**src/hw/adcwg_pkg.sv**
```systemverilog
// package of constants and carriers for the converter register wait generator
package adcwg_pkg;

    // register bus geometry
    localparam int unsigned ADCWG_AW = 8;
    localparam int unsigned ADCWG_DW = 32;
    localparam logic [ADCWG_AW-1:0] ADCWG_OFS_CTRL = 8'h00;
    localparam logic [ADCWG_AW-1:0] ADCWG_OFS_STAT = 8'h04;

    // control register fields
    localparam int unsigned ADCWG_DIV_W = 3;
    localparam int unsigned ADCWG_CTRL_DIV_LSB = 0;
    localparam logic [ADCWG_DIV_W-1:0] ADCWG_DIV_RST = 3'h0;
    localparam logic [ADCWG_DIV_W-1:0] ADCWG_DIV_MAX = 3'h4;

    // status register fields
    localparam int unsigned ADCWG_STAT_SPEED = 0;
    localparam int unsigned ADCWG_STAT_BUSY = 1;
    localparam int unsigned ADCWG_STAT_OSCV = 2;
    localparam int unsigned ADCWG_STAT_WAIT_LSB = 8;

    // converter mode register: speed select bit position and reset value
    localparam int unsigned ADCWG_SPEED_BIT = 5;
    localparam logic ADCWG_SPEED_RST = 1'b0;

    // wait counter width, enough for the largest count of nine
    localparam int unsigned ADCWG_CNT_W = 4;

    // timing of the converter side, in its own units
    localparam int unsigned ADCWG_MAIN_FREQ_KHZ = 10000;
    localparam int unsigned ADCWG_MAIN_PERIOD_NS = 1000000 / ADCWG_MAIN_FREQ_KHZ;
    localparam int unsigned ADCWG_CPU_LOW_NS = 50;
    // macro clock divider from the main input, speed select 0 and 1
    localparam int unsigned ADCWG_MACRO_DIV_SLOW = 2;
    localparam int unsigned ADCWG_MACRO_DIV_FAST = 1;
    // macro periods spanned by one access, and main periods per macro count
    localparam int unsigned ADCWG_MACRO_PERIODS = 2;
    localparam int unsigned ADCWG_PERIOD_SCALE = 2;
    localparam int unsigned ADCWG_WAIT_EXTRA = 1;
    localparam logic [ADCWG_CNT_W-1:0] ADCWG_READ_MIN = 4'h1;

    // converter register targeted by a cpu access
    typedef enum logic [2:0] {
        ADCWG_TGT_OTHER,
        ADCWG_TGT_MODE,
        ADCWG_TGT_CHAN,
        ADCWG_TGT_PFCMP,
        ADCWG_TGT_PFTHR,
        ADCWG_TGT_RESULT
    } adcwg_target_t;

    // one cpu access on the peripheral bus, valid for a single cycle
    typedef struct packed {
        logic valid;
        logic we;
        adcwg_target_t target;
        logic [7:0] wdata;
    } adcwg_cpu_acc_t;

    // wishbone request and answer bundles
    typedef struct packed {
        logic cyc;
        logic stb;
        logic we;
        logic [ADCWG_AW-1:0] adr;
        logic [3:0] sel;
        logic [ADCWG_DW-1:0] dat;
    } adcwg_wb_req_t;

    typedef struct packed {
        logic ack;
        logic [ADCWG_DW-1:0] dat;
    } adcwg_wb_rsp_t;

endpackage : adcwg_pkg

```
**src/hw/adcwg_sync.sv**
```systemverilog
// two flip-flop synchroniser for a level from outside the clock domain
`timescale 1ns/1ps
module adcwg_sync
    import adcwg_pkg::*;
(
    input wire logic clk_i,
    input wire logic rst_i,
    input wire logic d_i,
    output logic q_o
);
    typedef struct packed {
        logic meta;
        logic stable;
    } adcwg_sync_state_t;

    adcwg_sync_state_t st;
    adcwg_sync_state_t next_st;

    // first stage feeds only the second stage
    always_comb begin
        next_st = st;
        next_st.meta = d_i;
        next_st.stable = st.meta;
    end

    always_ff @(posedge clk_i) begin
        if (rst_i) begin
            st <= '0;
        end else begin
            st <= next_st;
        end
    end

    assign q_o = st.stable;

endmodule : adcwg_sync

```
**src/hw/adcwg_wait_cnt.sv**
```systemverilog
// down counter that holds the cpu wait line for a loaded number of cycles
`timescale 1ns/1ps
module adcwg_wait_cnt
    import adcwg_pkg::*;
#(
    parameter int unsigned CNT_W = ADCWG_CNT_W
) (
    input wire logic clk_i,
    input wire logic rst_i,
    input wire logic load_i,
    input wire logic [CNT_W-1:0] load_val_i,
    output logic busy_o
);
    typedef struct packed {
        logic [CNT_W-1:0] cnt;
        logic busy;
    } adcwg_cnt_state_t;

    adcwg_cnt_state_t st;
    adcwg_cnt_state_t next_st;

    // a load while busy is ignored: the cpu is already held off
    always_comb begin
        next_st = st;
        if (!st.busy && load_i) begin
            next_st.cnt = load_val_i;
            next_st.busy = (load_val_i != '0);
        end else if (st.cnt != '0) begin
            next_st.cnt = st.cnt - 1'b1;
            next_st.busy = (st.cnt > 1);   // release in the same cycle the count reaches zero
        end
    end

    always_ff @(posedge clk_i) begin
        if (rst_i) begin
            st <= '0;
        end else begin
            st <= next_st;
        end
    end

    assign busy_o = st.busy;

    a_busy_follows_cnt: assert property (
        @(posedge clk_i) disable iff (rst_i) st.busy == (st.cnt != '0))
        else $error("wait line disagrees with counter");

    a_load_two_hold: assert property (
        @(posedge clk_i) disable iff (rst_i)
        (!st.busy && load_i && load_val_i == 2) |=> st.busy [*2] ##1 !st.busy)
        else $error("two cycle wait not held for exactly two cycles");

endmodule : adcwg_wait_cnt

```
**src/hw/adcwg_top.sv**
```systemverilog
// wait-state generator for cpu accesses to the converter registers
//
// Functional notes
// - wait on converter setup register writes, result reads
// - max wait is two macro periods plus one
// - fraction up to cpu low width dropped, else up unless no whole clock
// - speed select 0 gives macro clock main/2
// - computed count of one means no wait
// - reads 1..5 or 1..9, writes 2..5 or 2..9
// - table waits 9,5,3,2,0 and 5,3,2,0,0
// - zero wait still costs result read one clock
`timescale 1ns/1ps
module adcwg_top
    import adcwg_pkg::*;
(
    input wire logic clk_i,
    input wire logic rst_i,
    input wire adcwg_wb_req_t wb_req_i,
    output adcwg_wb_rsp_t wb_rsp_o,
    input wire adcwg_cpu_acc_t cpu_acc_i,
    input wire logic main_osc_stop_control_i,
    output logic cpu_wait_o,
    output logic conversion_speed_select_o
);
    typedef struct packed {
        logic [ADCWG_DIV_W-1:0] div;
        logic speed;
        logic osc_viol;
        logic [ADCWG_CNT_W-1:0] last_wait;
        logic ack;
        logic [ADCWG_DW-1:0] rdat;
    } adcwg_state_t;

    localparam int unsigned FRAC_W = 16;
    localparam logic [FRAC_W-1:0] K_SLOW = FRAC_W'(ADCWG_MACRO_PERIODS * ADCWG_MACRO_DIV_SLOW
                                                   * ADCWG_PERIOD_SCALE);
    localparam logic [FRAC_W-1:0] K_FAST = FRAC_W'(ADCWG_MACRO_PERIODS * ADCWG_MACRO_DIV_FAST
                                                   * ADCWG_PERIOD_SCALE);
    localparam logic [FRAC_W-1:0] MAIN_NS = FRAC_W'(ADCWG_MAIN_PERIOD_NS);
    localparam logic [FRAC_W-1:0] LOW_NS = FRAC_W'(ADCWG_CPU_LOW_NS);
    localparam logic [ADCWG_CNT_W-1:0] EXTRA = ADCWG_CNT_W'(ADCWG_WAIT_EXTRA);

    adcwg_state_t st;
    adcwg_state_t next_st;
    logic osc_stopped;
    logic wait_busy;
    logic [FRAC_W-1:0] macro_prod;
    logic [FRAC_W-1:0] quot;
    logic [FRAC_W-1:0] rem;
    logic [FRAC_W-1:0] rem_ns;
    logic round_up;
    logic [ADCWG_CNT_W-1:0] formula_wait;
    logic [ADCWG_CNT_W-1:0] access_wait;
    logic waiting_access;
    logic is_read;
    logic start_wait;
    logic wb_req;
    logic wb_wr_ctrl;
    logic wb_wr_stat;

    // oscillator stop level arrives from another domain
    adcwg_sync u_osc_sync (
        .clk_i(clk_i),
        .rst_i(rst_i),
        .d_i(main_osc_stop_control_i),
        .q_o(osc_stopped)
    );

    // macro period product over one cpu period, both in main input periods
    always_comb begin
        macro_prod = st.speed ? K_FAST : K_SLOW;
        quot = macro_prod >> st.div;
        rem = macro_prod & ((FRAC_W'(1) << st.div) - FRAC_W'(1));
        rem_ns = FRAC_W'(rem * MAIN_NS);
        // a leftover fraction only rounds up behind a whole cpu clock
        round_up = (quot != '0) && (rem_ns > LOW_NS);
        formula_wait = ADCWG_CNT_W'(quot) + ADCWG_CNT_W'(round_up) + EXTRA;
    end

    // which accesses wait, and for how long
    always_comb begin
        is_read = cpu_acc_i.valid && !cpu_acc_i.we;
        case (cpu_acc_i.target)
            ADCWG_TGT_MODE, ADCWG_TGT_CHAN, ADCWG_TGT_PFCMP, ADCWG_TGT_PFTHR: begin
                waiting_access = cpu_acc_i.valid && cpu_acc_i.we;
            end
            ADCWG_TGT_RESULT: begin
                waiting_access = is_read;
            end
            default: begin
                waiting_access = 1'b0;
            end
        endcase
        if (formula_wait == EXTRA) begin
            // a lone extra clock collapses to none, result reads keep one
            access_wait = (cpu_acc_i.target == ADCWG_TGT_RESULT) ? ADCWG_READ_MIN : '0;
        end else begin
            access_wait = formula_wait;
        end
        start_wait = waiting_access && !wait_busy;
    end

    adcwg_wait_cnt #(
        .CNT_W(ADCWG_CNT_W)
    ) u_wait_cnt (
        .clk_i(clk_i),
        .rst_i(rst_i),
        .load_i(start_wait),
        .load_val_i(access_wait),
        .busy_o(wait_busy)
    );

    // wishbone decode: single cycle ack, dropped the cycle after
    always_comb begin
        wb_req = wb_req_i.cyc && wb_req_i.stb && !st.ack;
        wb_wr_ctrl = wb_req && wb_req_i.we && (wb_req_i.adr == ADCWG_OFS_CTRL)
                     && wb_req_i.sel[0];
        wb_wr_stat = wb_req && wb_req_i.we && (wb_req_i.adr == ADCWG_OFS_STAT)
                     && wb_req_i.sel[0];
    end

    // register file and converter mode shadow
    always_comb begin
        next_st = st;
        next_st.ack = wb_req;
        if (wb_wr_ctrl) begin
            if (wb_req_i.dat[ADCWG_CTRL_DIV_LSB +: ADCWG_DIV_W] <= ADCWG_DIV_MAX) begin
                next_st.div = wb_req_i.dat[ADCWG_CTRL_DIV_LSB +: ADCWG_DIV_W];
            end
        end
        // the mode write itself waits on the old speed, later ones on the new
        if (cpu_acc_i.valid && cpu_acc_i.we && cpu_acc_i.target == ADCWG_TGT_MODE) begin
            next_st.speed = cpu_acc_i.wdata[ADCWG_SPEED_BIT];
        end
        if (start_wait) begin
            next_st.last_wait = access_wait;
        end
        // write one clears; a new violation in the same cycle wins
        if (wb_wr_stat && wb_req_i.dat[ADCWG_STAT_OSCV]) begin
            next_st.osc_viol = 1'b0;
        end
        if (waiting_access && osc_stopped) begin
            next_st.osc_viol = 1'b1;
        end
        next_st.rdat = '0;
        if (wb_req && !wb_req_i.we) begin
            case (wb_req_i.adr)
                ADCWG_OFS_CTRL: begin
                    next_st.rdat[ADCWG_CTRL_DIV_LSB +: ADCWG_DIV_W] = st.div;
                end
                ADCWG_OFS_STAT: begin
                    next_st.rdat[ADCWG_STAT_SPEED] = st.speed;
                    next_st.rdat[ADCWG_STAT_BUSY] = wait_busy;
                    next_st.rdat[ADCWG_STAT_OSCV] = st.osc_viol;
                    next_st.rdat[ADCWG_STAT_WAIT_LSB +: ADCWG_CNT_W] = st.last_wait;
                end
                default: begin
                    next_st.rdat = '0;
                end
            endcase
        end
    end

    always_ff @(posedge clk_i) begin
        if (rst_i) begin
            st <= '0;
            st.div <= ADCWG_DIV_RST;
            st.speed <= ADCWG_SPEED_RST;
        end else begin
            st <= next_st;
        end
    end

    // outputs come straight from flops
    assign wb_rsp_o.ack = st.ack;
    assign wb_rsp_o.dat = st.rdat;
    assign cpu_wait_o = wait_busy;
    assign conversion_speed_select_o = st.speed;

    a_no_wait_other: assert property (
        @(posedge clk_i) disable iff (rst_i)
        (cpu_acc_i.valid && cpu_acc_i.target == ADCWG_TGT_OTHER && !wait_busy) |=> !cpu_wait_o)
        else $error("wait raised for a register that never waits");

    a_result_read_min: assert property (
        @(posedge clk_i) disable iff (rst_i)
        (start_wait && is_read) |=> cpu_wait_o)
        else $error("result read did not wait at least one clock");

    a_slow_full_wait: assert property (
        @(posedge clk_i) disable iff (rst_i)
        (start_wait && !st.speed && st.div == 3'h0) |-> access_wait == 4'h9)
        else $error("speed 0 undivided cpu clock must wait nine clocks");

    a_fast_div_wait: assert property (
        @(posedge clk_i) disable iff (rst_i)
        (start_wait && st.speed && st.div == 3'h1) |-> access_wait == 4'h3)
        else $error("speed 1 halved cpu clock must wait three clocks");

    a_write_zero_wait: assert property (
        @(posedge clk_i) disable iff (rst_i)
        (start_wait && cpu_acc_i.we && st.speed && st.div == 3'h3) |=> !cpu_wait_o)
        else $error("unit formula result must not stall a write");

    a_write_range: assert property (
        @(posedge clk_i) disable iff (rst_i)
        (start_wait && cpu_acc_i.we && access_wait != '0)
            |-> (access_wait >= 4'h2 && access_wait <= (st.speed ? 4'h5 : 4'h9)))
        else $error("write wait outside its allowed range");

    a_wait_length: assert property (
        @(posedge clk_i) disable iff (rst_i)
        (start_wait && !st.speed && st.div == 3'h2) |=> cpu_wait_o [*3] ##1 !cpu_wait_o)
        else $error("quarter clock slow wait is not three clocks long");

    a_osc_flag_set: assert property (
        @(posedge clk_i) disable iff (rst_i)
        (waiting_access && osc_stopped) |=> st.osc_viol)
        else $error("access with oscillator stopped not flagged");

    // remaining table points, so every divider and speed pair is pinned down
    a_slow_half_wait: assert property (
        @(posedge clk_i) disable iff (rst_i)
        (start_wait && !st.speed && st.div == 3'h1) |-> access_wait == 4'h5)
        else $error("speed 0 halved cpu clock must wait five clocks");

    a_slow_eighth_wait: assert property (
        @(posedge clk_i) disable iff (rst_i)
        (start_wait && !st.speed && st.div == 3'h3) |-> access_wait == 4'h2)
        else $error("speed 0 eighth cpu clock must wait two clocks");

    a_slow_last_wait: assert property (
        @(posedge clk_i) disable iff (rst_i)
        (start_wait && !st.speed && st.div == 3'h4) |-> access_wait == (is_read ? 4'h1 : 4'h0))
        else $error("speed 0 slowest cpu clock wait is wrong");

    a_fast_full_wait: assert property (
        @(posedge clk_i) disable iff (rst_i)
        (start_wait && st.speed && st.div == 3'h0) |-> access_wait == 4'h5)
        else $error("speed 1 undivided cpu clock must wait five clocks");

    a_fast_quarter_wait: assert property (
        @(posedge clk_i) disable iff (rst_i)
        (start_wait && st.speed && st.div == 3'h2) |-> access_wait == 4'h2)
        else $error("speed 1 quarter cpu clock must wait two clocks");

    a_fast_eighth_read: assert property (
        @(posedge clk_i) disable iff (rst_i)
        (start_wait && is_read && st.speed && st.div == 3'h3) |-> access_wait == 4'h1)
        else $error("result read with zero computed wait must still wait one");

    a_fast_last_write: assert property (
        @(posedge clk_i) disable iff (rst_i)
        (start_wait && cpu_acc_i.we && st.speed && st.div == 3'h4) |-> access_wait == 4'h0)
        else $error("write at slowest cpu clock must not stall");

    a_read_range: assert property (
        @(posedge clk_i) disable iff (rst_i)
        (start_wait && is_read)
            |-> (access_wait >= 4'h1 && access_wait <= (st.speed ? 4'h5 : 4'h9)))
        else $error("read wait outside its allowed range");

    // accesses that never wait, while the counter is idle
    a_no_wait_wr_result: assert property (
        @(posedge clk_i) disable iff (rst_i)
        (cpu_acc_i.valid && cpu_acc_i.we && cpu_acc_i.target == ADCWG_TGT_RESULT
            && !wait_busy) |=> !cpu_wait_o)
        else $error("write to the result register raised a wait");

    a_no_wait_cfg_read: assert property (
        @(posedge clk_i) disable iff (rst_i)
        (is_read && cpu_acc_i.target != ADCWG_TGT_RESULT && !wait_busy) |=> !cpu_wait_o)
        else $error("read of a setup register raised a wait");

    a_nine_wait_len: assert property (
        @(posedge clk_i) disable iff (rst_i)
        (start_wait && !st.speed && st.div == 3'h0)
            |=> cpu_wait_o [*8] ##1 cpu_wait_o ##1 !cpu_wait_o)
        else $error("full slow wait is not nine clocks long");

    a_speed_from_mode: assert property (
        @(posedge clk_i) disable iff (rst_i)
        (start_wait && cpu_acc_i.we && cpu_acc_i.target == ADCWG_TGT_MODE)
            |=> st.speed == $past(cpu_acc_i.wdata[ADCWG_SPEED_BIT]))
        else $error("speed select not taken from the mode write");

    a_mode_read_keeps: assert property (
        @(posedge clk_i) disable iff (rst_i)
        (cpu_acc_i.valid && !cpu_acc_i.we && cpu_acc_i.target == ADCWG_TGT_MODE)
            |=> st.speed == $past(st.speed))
        else $error("mode read changed the speed select");

    // sticky misuse flag: cleared only by a one written, kept otherwise
    a_osc_flag_clear: assert property (
        @(posedge clk_i) disable iff (rst_i)
        (wb_wr_stat && wb_req_i.dat[ADCWG_STAT_OSCV] && !(waiting_access && osc_stopped))
            |=> !st.osc_viol)
        else $error("oscillator misuse flag not cleared");

    a_osc_flag_hold: assert property (
        @(posedge clk_i) disable iff (rst_i)
        (st.osc_viol && !wb_wr_stat) |=> st.osc_viol)
        else $error("oscillator misuse flag lost without a clear");

    a_div_refused: assert property (
        @(posedge clk_i) disable iff (rst_i)
        (wb_wr_ctrl && wb_req_i.dat[ADCWG_CTRL_DIV_LSB +: ADCWG_DIV_W] > ADCWG_DIV_MAX)
            |=> st.div == $past(st.div))
        else $error("out of range divider code was taken");

    a_read_idle_zero: assert property (
        @(posedge clk_i) disable iff (rst_i)
        !wb_rsp_o.ack |-> wb_rsp_o.dat == '0)
        else $error("read data not zero outside the ack cycle");

    a_ack_single: assert property (
        @(posedge clk_i) disable iff (rst_i)
        wb_rsp_o.ack |=> !wb_rsp_o.ack)
        else $error("ack held longer than one cycle");

endmodule : adcwg_top

```
**config.mk**
```make
export PLATFORM = sky130hd
export DESIGN_NAME = adcwg_top
export DESIGN_NICKNAME = d
export VERILOG_FILES = /design/src/hw/adcwg_pkg.sv /design/src/hw/adcwg_sync.sv /design/src/hw/adcwg_wait_cnt.sv /design/src/hw/adcwg_top.sv
export SDC_FILE = /design/constraint.sdc
export NUM_CORES = 1
export LEC_CHECK = 0
export BUFFER_PORTS_ARGS = -buffer_cell sky130_fd_sc_hd__buf_2
export CAP_MARGIN = 30
export CORE_UTILIZATION = 45
export CTS_BUF_LIST = sky130_fd_sc_hd__clkbuf_4 sky130_fd_sc_hd__clkbuf_8
export CTS_CLUSTER_SIZE = 24
export DETAILED_ROUTE_END_ITERATION = 10
export PLACE_DENSITY = 0.85
export SETUP_SLACK_MARGIN = 0.05
export SLEW_MARGIN = 20
export SYNTH_ARGS = -nofsm -noshare
export SYNTH_HDL_FRONTEND = slang
export SYNTH_SLANG_ARGS = --single-unit
```
**constraint.sdc**
```tcl
create_clock -name clk_i -period 4.9 [get_ports clk_i]
set_clock_uncertainty 0.05 [all_clocks]
set_input_delay 0.98 -clock clk_i [delete_from_list [all_inputs] [get_ports clk_i]]
set_output_delay 0.98 -clock clk_i [all_outputs]
set_load 0.03 [all_outputs]
```
==> summary.md, run 1 <==
| Metric | Value |
|---|---|
| GRT Residual Overflow | `0` |
| Crit-path cells | `buf_2 -> or4_4 -> or4_4 -> or4b_1 -> a21oi_1` |
| Final Cell Area | `between 1500 and 2000 sq um` |
| First drt pass iteration count | `4` |
| Io pins | `98` |
| CP dominant cell by count | `or4_4` |
| Finished Layout Cells | `around 240` |
| Crit share post-route | `52.42%` |
| Mux share of post-synthesis cell area | `under 10%` |
| Core area | `3078 sq um` |
| Logic pwr share | `a little over a third` |
| Register bit total from synthesis | `24` |
| Reg power frac | `40.8%` |
| DR vias | `about 1200` |
| FMAX | `a little under 0.4 GHz` |
| Vias per cell | `4.888` |
| Ant. Diodes | `0` |
| Setup TNS | `0 ns` |
| Max cap viols | `0` |
| Initial drt markers | `25` |
| Crit Path Max Fanout | `7` |
| Clk_lat worst skew | `0.31 ns` |
| Clock share of power | `approximately a quarter` |
| Critical Path Start Type | `primary input` |
| Synth cell types | `38` |
| P_int | `slightly below 0.4 mW` |
| Complex-gate fraction of the synthesized area | `roughly an eighth` |
| GPL Wtd Cong | `between 0.8 and 0.9` |
| Bufs on Longest Clock Path | `2` |
| Largest net degree at the start of global routing | `20` |
| Post-Synth XOR/XNOR Area | `under 10%` |
| Cts repair resizes | `0` |
| NumNets Final | `roughly 270` |
| Routed Antenna Nets | `0` |
| Initial antenna violation count | `0` |
| CTS tree | `built` |
| Sequential element share of the synthesized area | `between 30% and 40%` |
| H-tree depth | `1` |
| Largest family of logic cells by synthesized area | `simple AND/OR/NAND/NOR gates` |
| Placed cell area | `roughly 1500 sq um` |
| Setup bufs post-CTS | `0` |
| Die area | `about 3500 sq um` |
| Synthesized cell area | `around 1500 sq um` |
| Final hold viol count | `0` |
| Final period demand of the worst path | `around 2.6 ns` |
| Aggregate global-route resource usage | `roughly 15%` |
| Post-route DRC | `0` |
| Adder-Cell Fraction of Synth Area | `5.947%` |
| R2R setup slack | `2.50 ns` |
| Worst EP required | `a little over 5 ns` |
| Share of layout cells above drive strength 1 | `20.81%` |
| P&R area growth vs syn | `7.052%` |
| Leakage Power | `around 0.71 nW` |
| Initial Utilization | `a little under half` |
| RSZ-0062 raised after global routing | `no` |
| Syn avg cell area | `between 8 and 9 sq um` |
| Die height | `between 50 and 60 um` |
| Setup violators final | `0` |
| Hold_buf cts | `0` |
| Vias in the first global route | `just under 1000` |
| Num CTS Buffers | `3` |
| Power per cell area | `roughly 370 nW/um^2` |
| Worst hold path class | `reg -> reg` |
| Mapped Cells | `between 150 and 200` |
| Die W | `between 50 and 60 um` |
| Peak VDD IR | `between 200 and 250 uV` |
| CP arrival | `~2.8 ns` |
| Post-synthesis simple-gate area fraction | `between 20% and 30%` |
| DR WL/cell | `10.14 um` |
| Post-DP HPWL | `~1900 um` |
| Status | `finished, final reports clean` |
| Clock Pin Slew Worst Setup and Hold Paths | `between 0.1 and 0.15 ns` |
| Global-route wire length before repair | `4084 um` |
| Final wirelength | `roughly 2400 um` |
| CTS Sinks | `24` |
| Switching portion of total power | `about a third` |
| Placed insts | `about 240` |
| Slowest stage delay, CP | `about 0.57 ns` |
| Max Slew Vio Count | `0` |
| Max stage delay cell, worst path | `or4_4` |
| Row count | `20` |
| Ys Warns | `0` |
| Worst slew pin tran | `between 0.5 and 0.6 ns` |
| Net Sw Power | `roughly 0.2 mW` |
| CP Capture Type | `flip-flop` |
| Port Buf Inserts | `33` |
| Root buf cell | `clkbuf_4` |
| Worst Path Class, Setup | `in -> reg` |
| Max_slew headroom | `60.72%` |
critical path, delay by kind of cell:
family,cells,cell delay (ns)
simple gates,3,1.57
buf+inv,1,0.09
compound gates,1,0.13
cell usage in the layout (no fill, tap or decap), types with 2 or more instances in the layout:
cell and n:
buf_2 33, conb_1 25, dfxtp_1 24, a21oi_1 12
nor2_1 10, o21ai_0 10, inv_1 7, ha_1 7
mux2i_1 6, nor3_1 6, nor2b_1 5, nand2_1 5
and2_1 5, nand2b_1 4, nand3_1 4, nor3b_1 3
xnor2_1 3, clkbuf_4 3, nand3b_1 2, or4_4 2
and3_1 2, xor2_1 2, or4b_1 2
layout make-up:
type / count / area (sq um)
well taps: 44 / 55.05
fillers: 308 / 1501
flip-flops and latches: 24 / 480.5
inverters: 7 / 26.28
multi-input cells: 129 / 797.0
repair buffers: 33 / 165.2
clock buffers: 3 / 22.52
clock inverters: 1 / 30.03
final timing paths:
path              cells after the start                                    from                            end
setup reg to reg                      9  conversion_speed_select_o$_SDFFE_PP0P_  u_wait_cnt.st[1]$_SDFFE_PP0P_
setup / recovery                      5                            wb_req_i[41]            st[40]$_SDFFE_PP0P_
hold reg to reg                       1        u_osc_sync.next_st[0]$_SDFF_PP0_      u_osc_sync.q_o$_SDFF_PP0_
hold / removal                        1        u_osc_sync.next_st[0]$_SDFF_PP0_      u_osc_sync.q_o$_SDFF_PP0_
per-stage QoR:
| stage | total power [mW] | util [%] | hold slack [ns] | worst slack (ns) |
|---|---|---|---|---|
| floorplan | 0.4269 | - | 0.3638 | 2.163 |
| global placement | 0.4473 | 49.51 | 0.3729 | 2.003 |
| detailed placement | 0.4520 | 49.51 | 0.3742 | 2.001 |
| CTS | 0.5936 | 51.22 | 0.4043 | 2.340 |
| global route | 0.6309 | 51.22 | 0.4273 | 2.291 |
| finish | 0.5888 | 51.22 | 0.4001 | 2.331 |
per-layer routing:
| metal | GRT usage, % | up-vias | routed length, um |
|---|---|---|---|
| met2 | 26.00 | 47 | 1136 |
| li1 | - | 589 | - |
| met5 | 0 | - | 0 |
| met1 | 18.97 | 538 | 1132 |
| met3 | 3.930 | 4 | 150 |
| met4 | 5.102 | 0 | 25 |
sequential cells by signal (all words and copies together) (netlist names):
register                   count
st                             8
wb_rsp_o                       8
u_wait_cnt.st                  4
conversion_speed_select_o      1
u_osc_sync.next_st             1
u_osc_sync.q_o                 1
u_wait_cnt.busy_o              1
cells by family (layout without fill, tap and decap cells):
kind of cell / after synthesis / count (layout)
adder cells (fa/ha/maj): 7 / 7
AO/OA/AOI/OAI: 31 / 31
multiplexers: 7 / 7
other: 1 / 25
buffers and inverters: 43 / 44
flip-flops: 24 / 24
XOR/XNOR: 5 / 5
AND/OR/NAND/NOR: 54 / 54
cells in the mapped netlist:
library cell	count	area share (%)
a2bb2oi_1	1	0.59
a2111oi_0	1	0.59
nor3_1	6	2.0
nand3_1	4	1.4
and2_1	5	2.1
nor2_1	10	2.5
or3_1	1	0.43
buf_4	33	17
xor2_1	2	1.2
dfxtp_1	24	33
nor2b_1	5	2.1
and3_1	2	0.85
o21ai_0	10	3.4
or3_2	1	0.51
a211o_1	1	0.59
a311oi_1	1	0.59
or4b_1	2	1.4
inv_1	7	1.8
o2111ai_1	1	0.59
clkbuf_1	2	0.51
nand2b_1	4	1.7
o2bb2ai_1	1	0.59
mux2i_1	6	4.1
or4_4	2	1.5
a211oi_1	1	0.51
a21oi_1	12	4.1
nand3b_1	2	1.0
nand2_1	5	1.3
buf_1	1	0.25
or4_1	1	0.51
o31ai_1	1	0.51
nor4_1	1	0.43
nor3b_1	3	1.5
xnor2_1	3	1.8
ha_1	7	5.9
o32ai_1	1	0.59
conb_1	1	0.25
mux2_2	1	0.76
power by group through the flow:
stage | Clock (mW) | Combinational [mW] | Sequential [mW]
3_5_place_dp | 0 | 0.208 | 0.244
6_report | 0.139 | 0.210 | 0.240
5_1_grt | 0.151 | 0.236 | 0.243
2_1_floorplan | 0 | 0.182 | 0.245
4_1_cts | 0.143 | 0.210 | 0.240
3_3_place_gp | 0 | 0.204 | 0.243
Note: power is estimated with default switching activity, not from simulation.
==> inputs of run 2 (changes only) <==
--- a/config.mk
+++ b/config.mk
@@ -5,13 +5,14 @@
 export SDC_FILE = /design/constraint.sdc
 export NUM_CORES = 1
 export LEC_CHECK = 0
+export ABC_AREA = 1
 export BUFFER_PORTS_ARGS = -buffer_cell sky130_fd_sc_hd__buf_2
 export CAP_MARGIN = 30
-export CORE_UTILIZATION = 45
+export CORE_UTILIZATION = 39
 export CTS_BUF_LIST = sky130_fd_sc_hd__clkbuf_4 sky130_fd_sc_hd__clkbuf_8
 export CTS_CLUSTER_SIZE = 24
 export DETAILED_ROUTE_END_ITERATION = 10
-export PLACE_DENSITY = 0.85
+export PLACE_DENSITY = 0.78
 export SETUP_SLACK_MARGIN = 0.05
 export SLEW_MARGIN = 20
 export SYNTH_ARGS = -nofsm -noshare
==> constraint.sdc (replaced) <==
create_clock -name clk_i -period 2.29 [get_ports clk_i]
set_clock_uncertainty 0.05 [all_clocks]
set_input_delay 0.458 -clock clk_i [delete_from_list [all_inputs] [get_ports clk_i]]
set_output_delay 0.458 -clock clk_i [all_outputs]
set_load 0.03 [all_outputs]
==> summary.md, run 2 <==
| Metric | Value |
|---|---|
| Status | `finished, final reports clean` |
| Hold_sp | `main_osc_stop_control_i` |
| Num CTS Buffers | `3` |
| Ys Warns | `0` |
| Slowest stage delay, CP | `0.36 ns` |
| Syn avg cell area | `between 7 and 8 sq um` |
| Commonest non-fill, non-tap cell in the layout | `buf_2` |
| Final period demand of the worst path | `approximately 2.1 ns` |
| Post-synth EDFFs | `0` |
| Die height | `63.97 um` |
| Commonest cells post-synth | `buf_4 (33), nand2_1 (29), inv_1 (26), dfxtp_1 (24), nor2_1 (19)` |
| Synth area leaders | `dfxtp_1 (32%), buf_4 (17%), nand2_1 (7.3%)` |
| Power per cell area | `~780 nW/um^2` |
| Final hold viol count | `0` |
| Leakage Power | `0.7981 nW` |
| Logic pwr share | `between 30% and 40%` |
| Adder-Cell Fraction of Synth Area | `slightly below 6%` |
| Clock Pin Slew Worst Setup and Hold Paths | `0.08 ns` |
| Crit share post-route | `91.59%` |
| Max stage delay cell, worst path | `dfxtp_2` |
| Aggregate global-route resource usage | `12.97%` |
| Initial antenna violation count | `0` |
| Die W | `approximately 64 um` |
| Vias per cell | `roughly 4.4` |
| Ant. Diodes | `0` |
| Synthesized cell area | `~1500 sq um` |
| Mux share of post-synthesis cell area | `0%` |
| Vias in the first global route | `about 1000` |
| Io pins | `98` |
| DR vias | `1231` |
| Final wirelength | `between 2000 and 3000 um` |
| Most frequent cells in the layout | `buf_2 (33), nand2_1 (28), conb_1 (25)` |
| CTS Sinks | `24` |
| Max cap viols | `0` |
| Pre-CTS setup slack | `0.08869 ns` |
| Asr flop ratio synth | `0%` |
| Initial drt markers | `33` |
| CP arrival | `roughly 2.3 ns` |
| Net Sw Power | `0.4453 mW` |
| RSZ-0062 raised after global routing | `no` |
| R2R setup slack | `approximately 0.19 ns` |
| Final Core Density | `around 45%` |
| Switching portion of total power | `roughly a third` |
| Max Slew Vio Count | `0` |
| Die area | `between 4000 and 5000 sq um` |
| Setup TNS | `0 ns` |
| Mapped Cells | `~210` |
| Global-route wire length before repair | `roughly 4200 um` |
| First drt pass iteration count | `4` |
| Worst Path Class, Setup | `reg -> reg` |
| Crit-path cells | `inv_2 -> ha_4 -> inv_1 -> nand2_1 -> nand2_2 -> nor2_4 -> o22ai_2 -> ha_2 -> inv_1 -> ha_1 -> nand3b_1 -> nand2_1 -> nor2_2 -> nand3_2 -> nand2_2 -> a21oi_2` |
| Hold worst-path end | `u_osc_sync.next_st[0]$_SDFF_PP0_` |
| Share of layout cells above drive strength 1 | `between 20% and 30%` |
| GRT Residual Overflow | `0` |
| Root buf cell | `clkbuf_8` |
| Clock share of power | `between 20 and 30%` |
| Peak VDD IR | `460.3 uV` |
| Synth cell types | `26` |
| P_int | `approximately 0.85 mW` |
| Core area | `between 3000 and 4000 sq um` |
| DR WL/cell | `between 9 and 10 um` |
| Post-synth top area cell | `dfxtp_1` |
| H-tree depth | `1` |
| GPL Wtd Cong | `~0.83` |
| CP delay by family, top | `simple AND/OR/NAND/NOR gates` |
| Sequential element share of the synthesized area | `between 30% and 40%` |
| Buf/Inv on CP | `3` |
| Worst hold stages | `3` |
| R2R depth | `16` |
| Worst EP required | `2.45 ns` |
| Worst r2r src | `conversion_speed_select_o$_SDFFE_PP0P_` |
| P&R area growth vs syn | `10.61%` |
| Post-route setup slack | `slightly below 0.2 ns` |
| Largest family of logic cells by synthesized area | `simple AND/OR/NAND/NOR gates` |
| Crit Path Max Fanout | `4` |
| Post-Synth XOR/XNOR Area | `less than 1%` |
| Post-synth top area share | `32.08%` |
| Most instantiated library cell after synthesis | `buf_4` |
| Register bit total from synthesis | `24` |
| FMAX | `0.4768 GHz` |
| Reg power frac | `a little under two fifths` |
| Post-DP HPWL | `2036 um` |
| Clk_lat worst skew | `0.27 ns` |
| NumNets Final | `303` |
| Critical Path Start Type | `flip-flop` |
| CP Capture Type | `flip-flop` |
| Routed Antenna Nets | `0` |
| CTS tree | `built` |
| Dominant synthesized flop cell | `dfxtp_1` |
| Initial Utilization | `between 40% and 50%` |
| Bufs on Longest Clock Path | `2` |
| Port Buf Inserts | `33` |
| Row count | `22` |
| Complex-gate fraction of the synthesized area | `between 10% and 20%` |
| RR Endpoint | `u_wait_cnt.busy_o$_SDFFE_PP0P_` |
| Post-synthesis simple-gate area fraction | `about 25%` |
| Setup violators final | `0` |
| Largest net degree at the start of global routing | `15` |
| Post-route DRC | `0` |
| Worst hold path class | `in -> reg` |
==> run 2: cell types whose count changed after synthesis, moves of 3 or more <==
cell      change
a21oi_2       +4
nor2_1        +9
nor2b_1       -5
nand2_2       +7
mux2i_1       -6
nand2b_1      -4
o22ai_1       +3
nand2_1      +24
nand3_1       +7
inv_1        +19
and2_1        -5
==> run 2: metal layers <==
layer  global-route usage (%)  routed length, um
met4                    4.545                 23
met2                    21.81               1170
met5                        0                  0
met3                    4.286                251
met1                    15.26               1115
==> run 2: layout make-up <==
cell class,count,area (sq um)
clock buffer,3,41.29
timing repair buffer,34,172.7
fill,372,2004
sequential,24,481.7
clock inverter,1,30.03
tap,48,60.06
multi-input combinational,142,765.7
inverter,28,105.1
==> run 2: cells by family after synthesis <==
family / after synthesis
xor+xnor: 1
buf+inv: 63
flops: 24
compound gates: 30
fa+ha+maj: 7
other cells: 1
simple gates: 79
==> run 2: power by group through the flow <==
| stage | Sequential [mW] | Combinational [mW] | Clock, mW |
|---|---|---|---|
| 2_1_floorplan | 0.513 | 0.365 | 0 |
| 6_report | 0.495 | 0.424 | 0.372 |
| 3_5_place_dp | 0.504 | 0.419 | 0 |
| 3_3_place_gp | 0.502 | 0.412 | 0 |
| 4_1_cts | 0.495 | 0.422 | 0.383 |
| 5_1_grt | 0.502 | 0.488 | 0.397 |
==> run 2: how the worst max path moves through the flow <==
stage	from	end	slack [ns]	cells after the start
finish	conversion_speed_select_o$_SDFFE_PP0P_	u_wait_cnt.busy_o$_SDFFE_PP0P_	0.19	16
CTS	conversion_speed_select_o$_SDFFE_PP0P_	u_wait_cnt.busy_o$_SDFFE_PP0P_	0.06	16
detailed placement	conversion_speed_select_o$_SDFFE_PP0P_	u_wait_cnt.st[1]$_SDFFE_PP0P_	0.09	16
global route	st[40]$_SDFFE_PP0P_	u_wait_cnt.busy_o$_SDFFE_PP0P_	0.002	12
global placement	conversion_speed_select_o$_SDFFE_PP0P_	u_wait_cnt.busy_o$_SDFFE_PP0P_	0.16	12
floorplan	conversion_speed_select_o$_SDFFE_PP0P_	st[33]$_SDFFE_PP0P_	0.16	14
==> run 2: worst min-delay path, cell delays in order <==
cell    delay (ns)
buf_2         0.09
inv_1         0.04
nor2_1        0.03
==> run 2: what timing repair did <==
item / CTS / global route
buffers inserted: 0 / 1
hold buffers: 0 / 0
endpoints found under the setup margin: 0 / 4
gates resized for setup: 0 / 7
==> run 2: metrics by stage <==
| stage | instances | power, mW | hold WS, ns | area (sq um) |
|---|---|---|---|---|
| detailed placement | 275 | 0.9237 | 0.3488 | 1551 |
| finish | 280 | 1.291 | 0.3355 | 1657 |
| global placement | 275 | 0.9140 | 0.3419 | 1551 |
| floorplan | 229 | 0.8778 | 0.3383 | 1589 |
| CTS | 279 | 1.300 | 0.3290 | 1623 |
| global route | 280 | 1.388 | 0.3413 | 1657 |
